<file path="src/rtl/dspis_pkg.sv">
package dspis_pkg;

  // register port geometry
  localparam int unsigned ADDR_W = 16;
  localparam int unsigned DATA_W = 16;

  // register offsets
  localparam logic [15:0] ADDR_CORE_RATE  = 16'hE220;
  localparam logic [15:0] ADDR_CLK_ENABLE = 16'hF000;
  localparam logic [15:0] ADDR_CORE_RUN   = 16'hF001;
  localparam logic [15:0] ADDR_STATUS     = 16'hF002;
  localparam logic [15:0] ADDR_DIVIDER    = 16'hF003;
  localparam logic [15:0] ADDR_BOOT_CTRL  = 16'hF004;

  // reset values, and the core rate that holds off the start enable
  localparam logic [15:0] CORE_RATE_RST   = 16'h0000;
  localparam logic [15:0] CORE_RATE_HOLD  = 16'h001C;
  localparam logic [4:0]  CLK_ENABLE_RST  = 5'h1F;

  // clock enable field positions
  localparam int unsigned CLKEN_RATE_CONV = 0;
  localparam int unsigned CLKEN_RX        = 1;
  localparam int unsigned CLKEN_TX        = 2;
  localparam int unsigned CLKEN_AUX       = 3;
  localparam int unsigned CLKEN_CORE      = 4;
  localparam int unsigned SECTION_NUM     = 5;

  // status field positions
  localparam int unsigned STAT_INIT_DONE  = 0;
  localparam int unsigned STAT_BOOT_BUSY  = 1;
  localparam int unsigned STAT_CORE_START = 2;

  // init period: 2^15 divided crystal periods
  localparam int unsigned INIT_EXP        = 15;
  localparam int unsigned INIT_CYCLES     = 32768;
  localparam int unsigned DIV_CNT_W       = 8;

  // divider select pin code to divide value
  function automatic logic [7:0] dspis_div_value(input logic [2:0] code);
    case (code)
      3'd0:    dspis_div_value = 8'd1;
      3'd1:    dspis_div_value = 8'd2;
      3'd2:    dspis_div_value = 8'd4;
      3'd3:    dspis_div_value = 8'd6;
      3'd4:    dspis_div_value = 8'd8;
      default: dspis_div_value = 8'd4;
    endcase
  endfunction

  typedef enum logic [1:0] {
    DSPIS_INIT,
    DSPIS_BOOT,
    DSPIS_READY
  } dspis_state_t;

endpackage

</file>
<file path="src/rtl/dspis_sequencer.sv">
// Added by the designer: the placing of the registers and the strobed register port.
module dspis_sequencer
  import dspis_pkg::*;
(
  input  wire logic              clk_i,
  input  wire logic              rst_i,
  input  wire logic [2:0]        divider_select_pins_i,
  input  wire logic              port_is_i2c_i,
  input  wire logic              self_boot_i,
  input  wire logic              boot_done_i,
  input  wire logic [ADDR_W-1:0] addr_i,
  input  wire logic [DATA_W-1:0] wdata_i,
  input  wire logic              wr_i,
  input  wire logic              rd_i,
  output logic      [DATA_W-1:0] rdata_o,
  output logic      [SECTION_NUM-1:0] section_clk_en_o,
  output logic                   core_run_o,
  output logic                   core_start_en_o,
  output logic                   init_done_o,
  output logic                   boot_start_o,
  output logic                   port_mode_i2c_o
);

  logic [2:0]             pins_meta_reg;
  logic [2:0]             pins_sync_reg;
  logic [2:0]             div_code_reg;
  logic                   rst_seen_reg;
  logic [DIV_CNT_W-1:0]   div_cnt_reg;
  logic [INIT_EXP:0]      init_cnt_reg;
  dspis_state_t           state_reg;
  logic [DATA_W-1:0]      core_rate_reg;
  logic [SECTION_NUM-1:0] clk_en_reg;
  logic                   core_run_reg;
  logic                   boot_req_reg;
  logic                   boot_start_reg;
  logic                   i2c_mode_reg;
  logic [DATA_W-1:0]      rdata_reg;
  logic                   init_done_reg;

  wire logic [7:0] div_value  = dspis_div_value(div_code_reg);
  wire logic       div_tick   = (div_cnt_reg == div_value[DIV_CNT_W-1:0]
                                 - 8'd1);
  wire logic       init_end   = init_cnt_reg[INIT_EXP];
  wire logic       ready      = (state_reg == DSPIS_READY);
  // writes before ready (during init or self-boot) are dropped; the host must wait anyway
  wire logic       wr_ok      = wr_i & ready;
  wire logic       hit_rate   = (addr_i == ADDR_CORE_RATE);
  wire logic       hit_clken  = (addr_i == ADDR_CLK_ENABLE);
  wire logic       hit_run    = (addr_i == ADDR_CORE_RUN);
  wire logic       hit_boot   = (addr_i == ADDR_BOOT_CTRL);
  wire logic       start_en   = (core_rate_reg != CORE_RATE_HOLD);
  wire logic [DATA_W-1:0] status_word = {13'h0000, start_en,
                                         state_reg == DSPIS_BOOT, ready};

  // read mux; status and divider are read-only, unmapped reads zero
  logic [DATA_W-1:0] rdata_next;
  always_comb
  begin
    rdata_next = 16'h0000;
    case (addr_i)
      ADDR_CORE_RATE:  rdata_next = core_rate_reg;
      ADDR_CLK_ENABLE: rdata_next = {11'h000, clk_en_reg};
      ADDR_CORE_RUN:   rdata_next = {15'h0000, core_run_reg};
      ADDR_STATUS:     rdata_next = status_word;
      ADDR_DIVIDER:    rdata_next = {13'h0000, div_code_reg};
      ADDR_BOOT_CTRL:  rdata_next = {15'h0000, i2c_mode_reg};
      default:         rdata_next = 16'h0000;
    endcase
  end

  // pins are asynchronous straps: two-stage sync before use
  always_ff @(posedge clk_i)
  begin
    pins_meta_reg <= divider_select_pins_i;
    pins_sync_reg <= pins_meta_reg;
  end

  // capture the strap on the first clock after reset release
  always_ff @(posedge clk_i)
  begin
    if (rst_i)
    begin
      rst_seen_reg <= 1'b0;
      div_code_reg <= 3'd0;
    end
    else if (!rst_seen_reg)
    begin
      rst_seen_reg <= 1'b1;
      div_code_reg <= pins_sync_reg;
    end
  end

  // divided-crystal tick drives the init period counter
  always_ff @(posedge clk_i)
  begin
    if (rst_i || !rst_seen_reg || div_tick)
      div_cnt_reg <= '0;
    else
      div_cnt_reg <= div_cnt_reg + 8'd1;
  end

  always_ff @(posedge clk_i)
  begin
    if (rst_i)
      init_cnt_reg <= '0;
    else if (rst_seen_reg && div_tick && !init_end)
      init_cnt_reg <= init_cnt_reg + 16'd1;
  end

  // sequencer: init, optional self-boot, then ready
  always_ff @(posedge clk_i)
  begin
    if (rst_i)
      state_reg <= DSPIS_INIT;
    else
      case (state_reg)
        DSPIS_INIT:
          if (init_end)
            state_reg <= boot_req_reg ? DSPIS_BOOT : DSPIS_READY;
        DSPIS_BOOT:
          if (boot_done_i)
            state_reg <= DSPIS_READY;
        DSPIS_READY:
          state_reg <= DSPIS_READY;
        default:
          state_reg <= DSPIS_INIT;
      endcase
  end

  // boot and port-mode straps sampled with the divider pins
  always_ff @(posedge clk_i)
  begin
    if (rst_i)
    begin
      boot_req_reg <= 1'b0;
      i2c_mode_reg <= 1'b0;
    end
    else if (!rst_seen_reg)
    begin
      boot_req_reg <= self_boot_i;
      i2c_mode_reg <= port_is_i2c_i;
    end
  end

  // one-cycle pulse to the EEPROM loader
  always_ff @(posedge clk_i)
  begin
    if (rst_i)
      boot_start_reg <= 1'b0;
    else
      boot_start_reg <= (state_reg == DSPIS_INIT) && init_end
                        && boot_req_reg;
  end

  // software-visible control registers
  always_ff @(posedge clk_i)
  begin
    if (rst_i)
    begin
      core_rate_reg <= CORE_RATE_RST;
      clk_en_reg    <= CLK_ENABLE_RST;
      core_run_reg  <= 1'b0;
    end
    else if (wr_ok)
    begin
      if (hit_rate)
        core_rate_reg <= wdata_i;
      if (hit_clken)
        clk_en_reg <= wdata_i[SECTION_NUM-1:0];
      if (hit_run)
        core_run_reg <= wdata_i[0];
    end
  end

  always_ff @(posedge clk_i)
  begin
    if (rst_i)
      rdata_reg <= 16'h0000;
    else
      rdata_reg <= rd_i ? rdata_next : 16'h0000;
  end

  // ready is a state decode; registering it keeps the pin glitch-free
  // and opens it in the same cycle as the section clocks
  always_ff @(posedge clk_i)
  begin
    if (rst_i)
      init_done_reg <= 1'b0;
    else
      init_done_reg <= status_word[STAT_INIT_DONE];
  end

  // all section clocks stay blocked until ready, after init and any self-boot
  always_ff @(posedge clk_i)
  begin
    if (rst_i)
    begin
      section_clk_en_o <= '0;
      core_run_o       <= 1'b0;
      core_start_en_o  <= 1'b0;
    end
    else
    begin
      section_clk_en_o <= ready ? clk_en_reg : '0;
      core_run_o       <= ready & core_run_reg & clk_en_reg[CLKEN_CORE];
      core_start_en_o  <= ready & start_en;
    end
  end

  assign rdata_o         = rdata_reg;
  assign init_done_o     = init_done_reg;
  assign boot_start_o    = boot_start_reg;
  assign port_mode_i2c_o = i2c_mode_reg;

  wire logic unused_ok = hit_boot | status_word[STAT_CORE_START];

endmodule // dspis_sequencer

</file>
<file path="config.mk">
export PLATFORM = sky130hd
export DESIGN_NAME = dspis_sequencer
export DESIGN_NICKNAME = d
export VERILOG_FILES = /design/src/rtl/dspis_pkg.sv /design/src/rtl/dspis_sequencer.sv
export SDC_FILE = /design/constraint.sdc
export NUM_CORES = 1
export LEC_CHECK = 0
export BUFFER_PORTS_ARGS = -buffer_cell sky130_fd_sc_hd__buf_4
export CORE_MARGIN = 4
export CORE_UTILIZATION = 40
export DETAILED_ROUTE_END_ITERATION = 6
export GPL_ROUTABILITY_DRIVEN = 0
export PLACE_DENSITY = 0.6
export SLEW_MARGIN = 15
export SYNTH_ARGS = -nofsm -noshare
export SYNTH_HDL_FRONTEND = slang
export SYNTH_SLANG_ARGS = --single-unit
</file>
<file path="constraint.sdc">
create_clock -name clk_i -period 3.62 [get_ports clk_i]
set_input_delay 0.362 -clock clk_i [delete_from_list [all_inputs] [get_ports clk_i]]
set_output_delay 0.362 -clock clk_i [all_outputs]
set_load 0.01 [all_outputs]
</file>
; ---- After elaboration in Yosys (flattened, before gate mapping)
; Cells that the tools add are included.
[classes]
n_addsub = 3
n_eq_ne = 15
muxes = 7
bitwise = 6
reduce_logical = 16
[op_table]
columns = operator, count
row1 = 16-bit == test (second input constant), 6
row2 = 16-bit case mux with 6 select lines, 1
row3 = 16-bit by 1-bit adder with 16-bit output (second input constant), 1
row4 = 16-bit by 5-bit inequality test with 1-bit output (second input constant), 1
row5 = 4-bit case mux with 4 select lines, 1
row6 = 8-bit by 1-bit adder with 8-bit output (second input constant), 1
row7 = 8-bit == test, 1
row8 = 2-bit AND reduction, 4
row9 = 8-bit by 1-bit subtractor with 8-bit output (second input constant), 1
row10 = 2-bit two-way mux, 3
row11 = 2-bit case mux with 3 select lines, 1
row12 = 1-bit AND, 4
row13 = 1-bit logical AND, 4
row14 = 2-bit inequality test (second input constant), 2
row15 = 2-bit OR reduction, 2
row16 = 3-bit by 1-bit == test with 1-bit output (second input constant), 1
row17 = 3-bit by 2-bit == test with 1-bit output (second input constant), 1
row18 = 3-bit == test (second input constant), 1
row19 = 3-bit zero test, 1
row20 = 2-bit by 1-bit == test with 1-bit output (second input constant), 1
row21 = 2-bit == test (second input constant), 1
row22 = 1-bit zero test, 2
row23 = 2-bit zero test, 1
row24 = 1-bit logical OR, 2
row25 = other kinds (2), 3
[word_totals]
regBits = 85
output_inout_bits = 26
wordCells = 65

; ---- Longest topological paths before layout
; Gate-level depths: netlist (run 1).
[depth]
depth_word = 6
depth_mapped = 9
depth_no_buf = 8

; ---- Least setup slack after synthesis (run 1)
; No wires, ideal clock.
[synth_path]
path_type = reg2reg
startpoint = reg div_code_reg[2]
endpoint = reg init_cnt_reg[13]
setup_ns = 0.132
arrival_ns = 2.856
t_required_ns = 3.488
setup_slack_ns = 0.632
stages_incl_launch_ff = 10
path_buffers = 1
period_less_slack_ns = 2.988
cell_sequence = dfxtp_1 > nor3b_1 > inv_1 > ha_1 > xnor2_1 > or4_1 > a2111o_1 > clkbuf_1 > o41ai_1 > a21oi_1
[synth_via]
elab_chain_len = 6
word_cells_on_any_way = 9
[synth_lines]
columns = element, line_no
row1 = "start, declared", dspis_sequencer.sv:26  ; logic [2:0] div_code_reg;
row2 = "start signal, assigned", dspis_sequencer.sv:89  ; div_code_reg <= pins_sync_reg;
row3 = "3-bit == test, or another cell as far along", dspis_pkg.sv:40  ; case (code)
row4 = 4-bit case mux with 4 select lines *, dspis_pkg.sv:40
row5 = 8-bit by 1-bit subtractor with 8-bit output *, dspis_sequencer.sv:42  ; - 8'd1);
row6 = 8-bit == test *, dspis_sequencer.sv:41  ; wire logic div_tick = (div_cnt_reg == div_value[DIV_CNT_W-1:0]
row7 = 1-bit logical AND * (2 in series), dspis_sequencer.sv:106  ; else if (rst_seen_reg && div_tick && !init_end)
row8 = "end signal, assigned", dspis_sequencer.sv:107  ; init_cnt_reg <= init_cnt_reg + 16'd1;
row9 = "end, declared", dspis_sequencer.sv:29  ; logic [INIT_EXP:0] init_cnt_reg;
; Every way passes the cells marked *; elsewhere a longest branch is shown, timed or not.
; A chain may end at the register's enable or synchronous reset.

; ---- Worst setup path in the final report (run 1)
[layout_path]
startpoint = reg div_code_reg[2]
endpoint = reg init_cnt_reg[5]
; Same word-level chain as after synthesis.

==> results_dict.tcl, run 1 <==
set metrics [dict create \
    diodes 0 \
    worst_slack_ns 0.291 \
    arrival_ns 3.61 \
    yosysUniqueCellTypes 44 \
    grt.overflow.total 0 \
    cts_buffer_depth 2 \
    drive_above_1_share 0.221 \
    timing.hold.ws_ns 0.103 \
    cts_tree "built" \
    hold_path.class "input pin to register" \
    area_growth_pct 23.1 \
    final_cell_mix "dfxtp_1 (85), buf_4 (69), nor2_1 (40), mux2i_1 (28), a21oi_1 (19)" \
    io_pins 68 \
    tightest_slew_ns 0.650 \
    avgSynthCellArea_um2 9.74 \
    cp_max_fo 18 \
    rows 33 \
    dieArea_um2 10200 \
    clkLatencyLatePin_ns 0.35 \
    cts_resized 0 \
    postRouteAntennaNets 0 \
    irDropWorstVdd_mv 0.185 \
    ys.flop_type "dfxtp_1" \
    slew_headroom 0.565 \
    reg2reg_depth 8 \
    regArea_um2 1700 \
    holdPathStages 1 \
    hpwlAfterDp_mm 5.49 \
    tns_ns 0 \
    required_ns 3.90 \
    multi_input_area_um2 1650 \
    rsz0062_at_grt "false" \
    clock_sinks 85 \
    yosysWarnings 0 \
    wl_per_cell_um 14.0 \
    cap_violations 0 \
    final_common_cell "dfxtp_1" \
    ys_seq_area_frac 0.489 \
    cts.clk_slew.worst_paths_ns 0.09 \
    cts_buffers 9 \
    setup_viol 0 \
    synth_cells 357 \
    p_leak_nw 1.69 \
    clock.fmax_mhz 300 \
    clockRootBuffer "clkbuf_8" \
    ys_async_sr_fraction 0 \
    dpl_worst_slack_ns 0.292 \
    synth_edf_count 0 \
    layout.nets 474 \
    start_util 0.417 \
    io_buffers 67 \
    drt_first_pass_iters 4 \
    chipWidth_um 101 \
    drt-initial-drc-count 65 \
    grt_max_degree 45 \
    startpoint_type "register" \
    powerDensity_nw_per_um2 427 \
    fin_util 0.513 \
    via_per_inst 5.09 \
    synth_area_um2 3480 \
    grt_pass1_vias 2616 \
    ys_ff_latch 85 \
    outcome "complete, no violations" \
    crit_type "register to register" \
    finalMaxSlewViolations 0 \
    wl_mm 7.45 \
    grt_pass1_wl_mm 12.4 \
    hold_buffers 0 \
    syn-num-nets 407 \
    htreeDepth 3 \
    fillCellCount 816 \
    antenna_found_initial 0 \
    clock_skew_ns 0.00839 \
    grtUsageTotal 0.151 \
    finalHoldViolations 0 \
    dieHeight_um 101 \
    end_kind "register" \
    finalCriticalPeriod_ns 3.33 \
    post_cts_buffers 0 \
    coreArea_um2 8340 \
    drt_drc_violations_left 0 \
    finalCritPeriodShare 0.920 \
    vias 2720 \
]
==> final timing paths <==
kind / start / to / slack, ns
min: divider_select_pins_i[2] / pins_meta_reg[2] / 0.10
max: div_code_reg[2] / init_cnt_reg[5] / 0.29
max reg2reg: div_code_reg[2] / init_cnt_reg[5] / 0.29
min reg2reg: pins_meta_reg[1] / pins_sync_reg[1] / 0.33
==> per-layer routing <==
metal / GRT usage / part of all wire
met5: 0 / 0
met4: 0.0491 / 0.011
met3: 0.0372 / 0.057
met2: 0.252 / 0.46
met1: 0.192 / 0.47
==> stage by stage <==
stage	instances	total power [W]	area, µm²
after floorplan	357	0.00104	3480
after global placement	518	0.00109	4050
after detailed placement	518	0.00109	4050
after CTS	534	0.00185	4280
after global routing	534	0.00192	4280
final	534	0.00183	4280
==> logic make-up after synthesis <==
kind of cell	count (synthesis)	share of synthesized area
adders and majority gates	8	0.0288
and+or+nand+nor	147	0.237
AOI/OAI and AO/OA	49	0.0896
buffers and inverters	27	0.0367
muxes	31	0.0936
DFF	85	0.489
xor gates and xnor gates	10	0.0252
==> cells in the mapped netlist, drive strengths merged (2+ instances only) <==
cell type / count / share of area
dfxtp: 85 / 0.49
nor2: 40 / 0.043
mux2i: 28 / 0.081
a21oi: 19 / 0.027
and3: 16 / 0.029
nand2: 15 / 0.016
inv: 14 / 0.015
nand3: 11 / 0.016
o21ai: 10 / 0.014
clkbuf: 9 / 0.0097
or3: 9 / 0.016
or4: 9 / 0.021
and2: 8 / 0.014
ha: 8 / 0.029
xnor2: 7 / 0.018
o31ai: 6 / 0.013
nand4: 5 / 0.0090
nor3: 5 / 0.0072
nor3b: 5 / 0.012
nor4: 5 / 0.013
a22oi: 4 / 0.0086
nand4b: 4 / 0.010
nor2b: 4 / 0.0072
or2: 4 / 0.0072
a2111o: 3 / 0.0097
buf: 3 / 0.0090
nand2b: 3 / 0.0054
o41ai: 3 / 0.0076
xor2: 3 / 0.0076
and3b: 2 / 0.0050
mux2: 2 / 0.0065
==> power breakdown <==
part           switching, W  leakage (nW)  internal (W)
sequential        0.0000110         0.689      0.000945
combinational     0.0000570         0.884     0.0000571
clock              0.000358         0.118      0.000402
==> area by class of cell <==
class                      count  share of cell area
sequential                    85               0.398
multi-input combinational    245               0.385
timing repair buffer          69               0.121
tap                          105              0.0307
clock buffer                   9              0.0289
clock inverter                 7              0.0246
inverter                      14              0.0123
==> critical path: stages, from the launching register on <==
cell	delay [ns]
dfxtp_1	0.46
nor3b_1	0.39
inv_1	0.08
ha_1	0.31
xnor2_1	0.12
or4_1	0.57
a2111o_1	0.63
or4_1	0.57
a21oi_1	0.15
No activity file was read; power rests on OpenSTA's default activity.
==> inputs of run 2 (changes only) <==
ABC_AREA = 1   (was not set)
PLACE_DENSITY = 0.59   (was 0.6)
==> run 2 against run 1 <==
  * Global-route usage increased by 1.2 points
  * Critical path depth increased by 5
  * Via count increased by 29%
  * Combinational power increased by 80%
  * Final cell count increased by 36%
  * Worst hold slack improved by 0.0040 ns
  * Sequential cell count unchanged
  * Core utilization decreased by 1.1 points
  * Sequential share of layout area decreased by 3.5 points
  * Cell area increased by 9.5%
  * Die area increased by 11%
  * Largest power group unchanged
  * Highest routed layer unchanged
==> results_dict.tcl, run 2 <==
set metrics [dict create \
    outcome "complete, no violations" \
    io_pins 68 \
    ys_ff_latch 85 \
    setup_viol 0 \
    coreArea_um2 9330 \
    reg2reg_depth 13 \
    tightest_slew_ns 0.842 \
    cts_resized 0 \
    tns_ns 0 \
    cts_buffers 9 \
    drive_above_1_share 0.185 \
    clkLatencyLatePin_ns 0.36 \
    swShare 0.268 \
    finalCriticalPeriod_ns 2.22 \
    synth_area_leaders "dfxtp_1 (44%), nand2_1 (8.3%), nand3_1 (8.0%)" \
    drt_drc_violations_left 0 \
    clockRootBuffer "clkbuf_8" \
    ys.flop_type "dfxtp_1" \
    hpwlAfterDp_mm 6.55 \
    ys_async_sr_fraction 0 \
    rsz0062_at_grt "false" \
    final_area_um2 4690 \
    seqPwrFrac 0.513 \
    arrival_ns 2.46 \
    clock_skew_ns 0.0106 \
    syn-num-nets 577 \
    switchingPower_w 0.000510 \
    cp_max_fo 17 \
    comb_power_share 0.107 \
    powerDensity_nw_per_um2 406 \
    crit_type "register to register" \
    wl_per_cell_um 12.5 \
    finalCritPeriodShare 0.614 \
    yosysWarnings 0 \
    fillCellCount 920 \
    yosysTopAreaCell "dfxtp_1" \
    grtUsageTotal 0.163 \
    finalMaxSlewViolations 0 \
    cts.clk_slew.worst_paths_ns 0.09 \
    chipWidth_um 107 \
    io_buffers 67 \
    clock_sinks 85 \
    cts_buffer_depth 2 \
    grt.overflow.total 0 \
    grt_max_degree 37 \
    cap_violations 0 \
    regArea_um2 1700 \
    via_per_inst 4.82 \
    yosysTopAreaCellShare 0.438 \
    htreeDepth 3 \
    synth_area_um2 3890 \
    place_area_um2 4480 \
    start_util 0.417 \
    final_common_cell "nand2_1" \
    required_ns 3.86 \
    clockPowerShare 0.380 \
    internal-power_w 0.00139 \
    holdPathStages 1 \
    drt_first_pass_iters 4 \
    antenna_found_initial 0 \
    multi_input_area_um2 1820 \
    yosysUniqueCellTypes 30 \
    dieHeight_um 107 \
    postRouteAntennaNets 0 \
    avgSynthCellArea_um2 7.37 \
    slew_headroom 0.437 \
    final_cell_mix "nand2_1 (86), dfxtp_1 (85), nor2_1 (77), inv_1 (71), buf_4 (67)" \
    post_cts_buffers 0 \
    p_leak_nw 2.03 \
    irDropWorstVdd_mv 0.222 \
    clock.fmax_mhz 450 \
    diodes 0 \
    wl_mm 9.03 \
    post-synth-top-count-cell "nand2_1" \
    startpoint_type "register" \
    hold_buffers 0 \
    grt_pass1_wl_mm 15.2 \
    fin_util 0.503 \
    ys_seq_area_frac 0.438 \
    synth_commonest_cells "nand2_1 (86), dfxtp_1 (85), nor2_1 (77)" \
    finalPower_w 0.00190 \
    hold_path.class "input pin to register" \
    grt_pass1_vias 3257 \
    drt-initial-drc-count 111 \
    area_growth_pct 20.6 \
    layout.nets 641 \
    end_kind "register" \
    synth_cells 527 \
    finalHoldViolations 0 \
    dieArea_um2 11400 \
    rows 35 \
    cts_tree "built" \
    synth_edf_count 0 \
    vias 3498 \
]
-- run 2: cell types whose count changed in the layout (fill, tap and decap cells not counted), sizes merged, moves of 15 or more --
cell / change
a211oi: +15
nand3: +55
nand2: +76
mux2i: -28
inv: +60
and3: -16
nor2: +46
-- run 2: critical path: stages, from the launching register on --
cell and delay, ns:
dfxtp_1 0.44, inv_1 0.12, nand3_2 0.11, inv_1 0.05
ha_1 0.28, inv_1 0.05, nand2_2 0.06, nand3_1 0.07
nor2_2 0.12, nand2_2 0.07, nor2_4 0.34, nor2_1 0.08
nand2_1 0.24, nor2_1 0.08
-- run 2: worst paths after layout --
path	from	endpoint	slack (ns)
worst max-delay path	div_code_reg[1]	div_cnt_reg[3]	1.40
worst min register to register	pins_meta_reg[0]	pins_sync_reg[0]	0.33
worst min-delay path	divider_select_pins_i[1]	pins_meta_reg[1]	0.11
worst max register to register	div_code_reg[1]	div_cnt_reg[3]	1.40
-- run 2: power by group through the flow --
| stage | Clock (W) | Sequential (W) | Combinational [W] |
|---|---|---|---|
| floorplan | 0 | 0.000999 | 0.000122 |
| global placement | 0 | 0.000997 | 0.000202 |
| detailed placement | 0 | 0.000998 | 0.000205 |
| CTS | 0.000742 | 0.000976 | 0.000206 |
| global route | 0.000779 | 0.000979 | 0.000233 |
| finish | 0.000722 | 0.000976 | 0.000205 |
-- run 2: logic make-up after synthesis --
family / share of synthesized area
and+or+nand+nor: 0.322
buffers and inverters: 0.0927
xor gates and xnor gates: 0.0316
AOI/OAI and AO/OA: 0.0898
adders and majority gates: 0.0258
DFF: 0.438
-- run 2: layer usage --
| metal | GRT usage | up-vias | wire length (µm) |
|---|---|---|---|
| met5 | 0 | - | 0 |
| met4 | 0.0502 | 0 | 94 |
| met3 | 0.0383 | 7 | 378 |
| met2 | 0.258 | 65 | 4090 |
| met1 | 0.221 | 1589 | 4460 |
| li1 | - | 1837 | - |
-- run 2: metrics by stage --
step                setup WS (ns)  hold slack (ns)  instances
floorplan                    1.82            0.310        527
CTS                          1.37           0.0906        725
global placement             1.46            0.311        709
finish                       1.40            0.107        725
detailed placement           1.40            0.314        709
global route                 1.14           0.0892        725
-- run 2: layout make-up --
type                    count  share of cell area
clock buffers              10              0.0294
clock inverters             6              0.0160
inverters                  76              0.0608
multi-input cells         352               0.389
flip-flops and latches     85               0.363
well taps                 129              0.0344
repair buffers             67               0.107
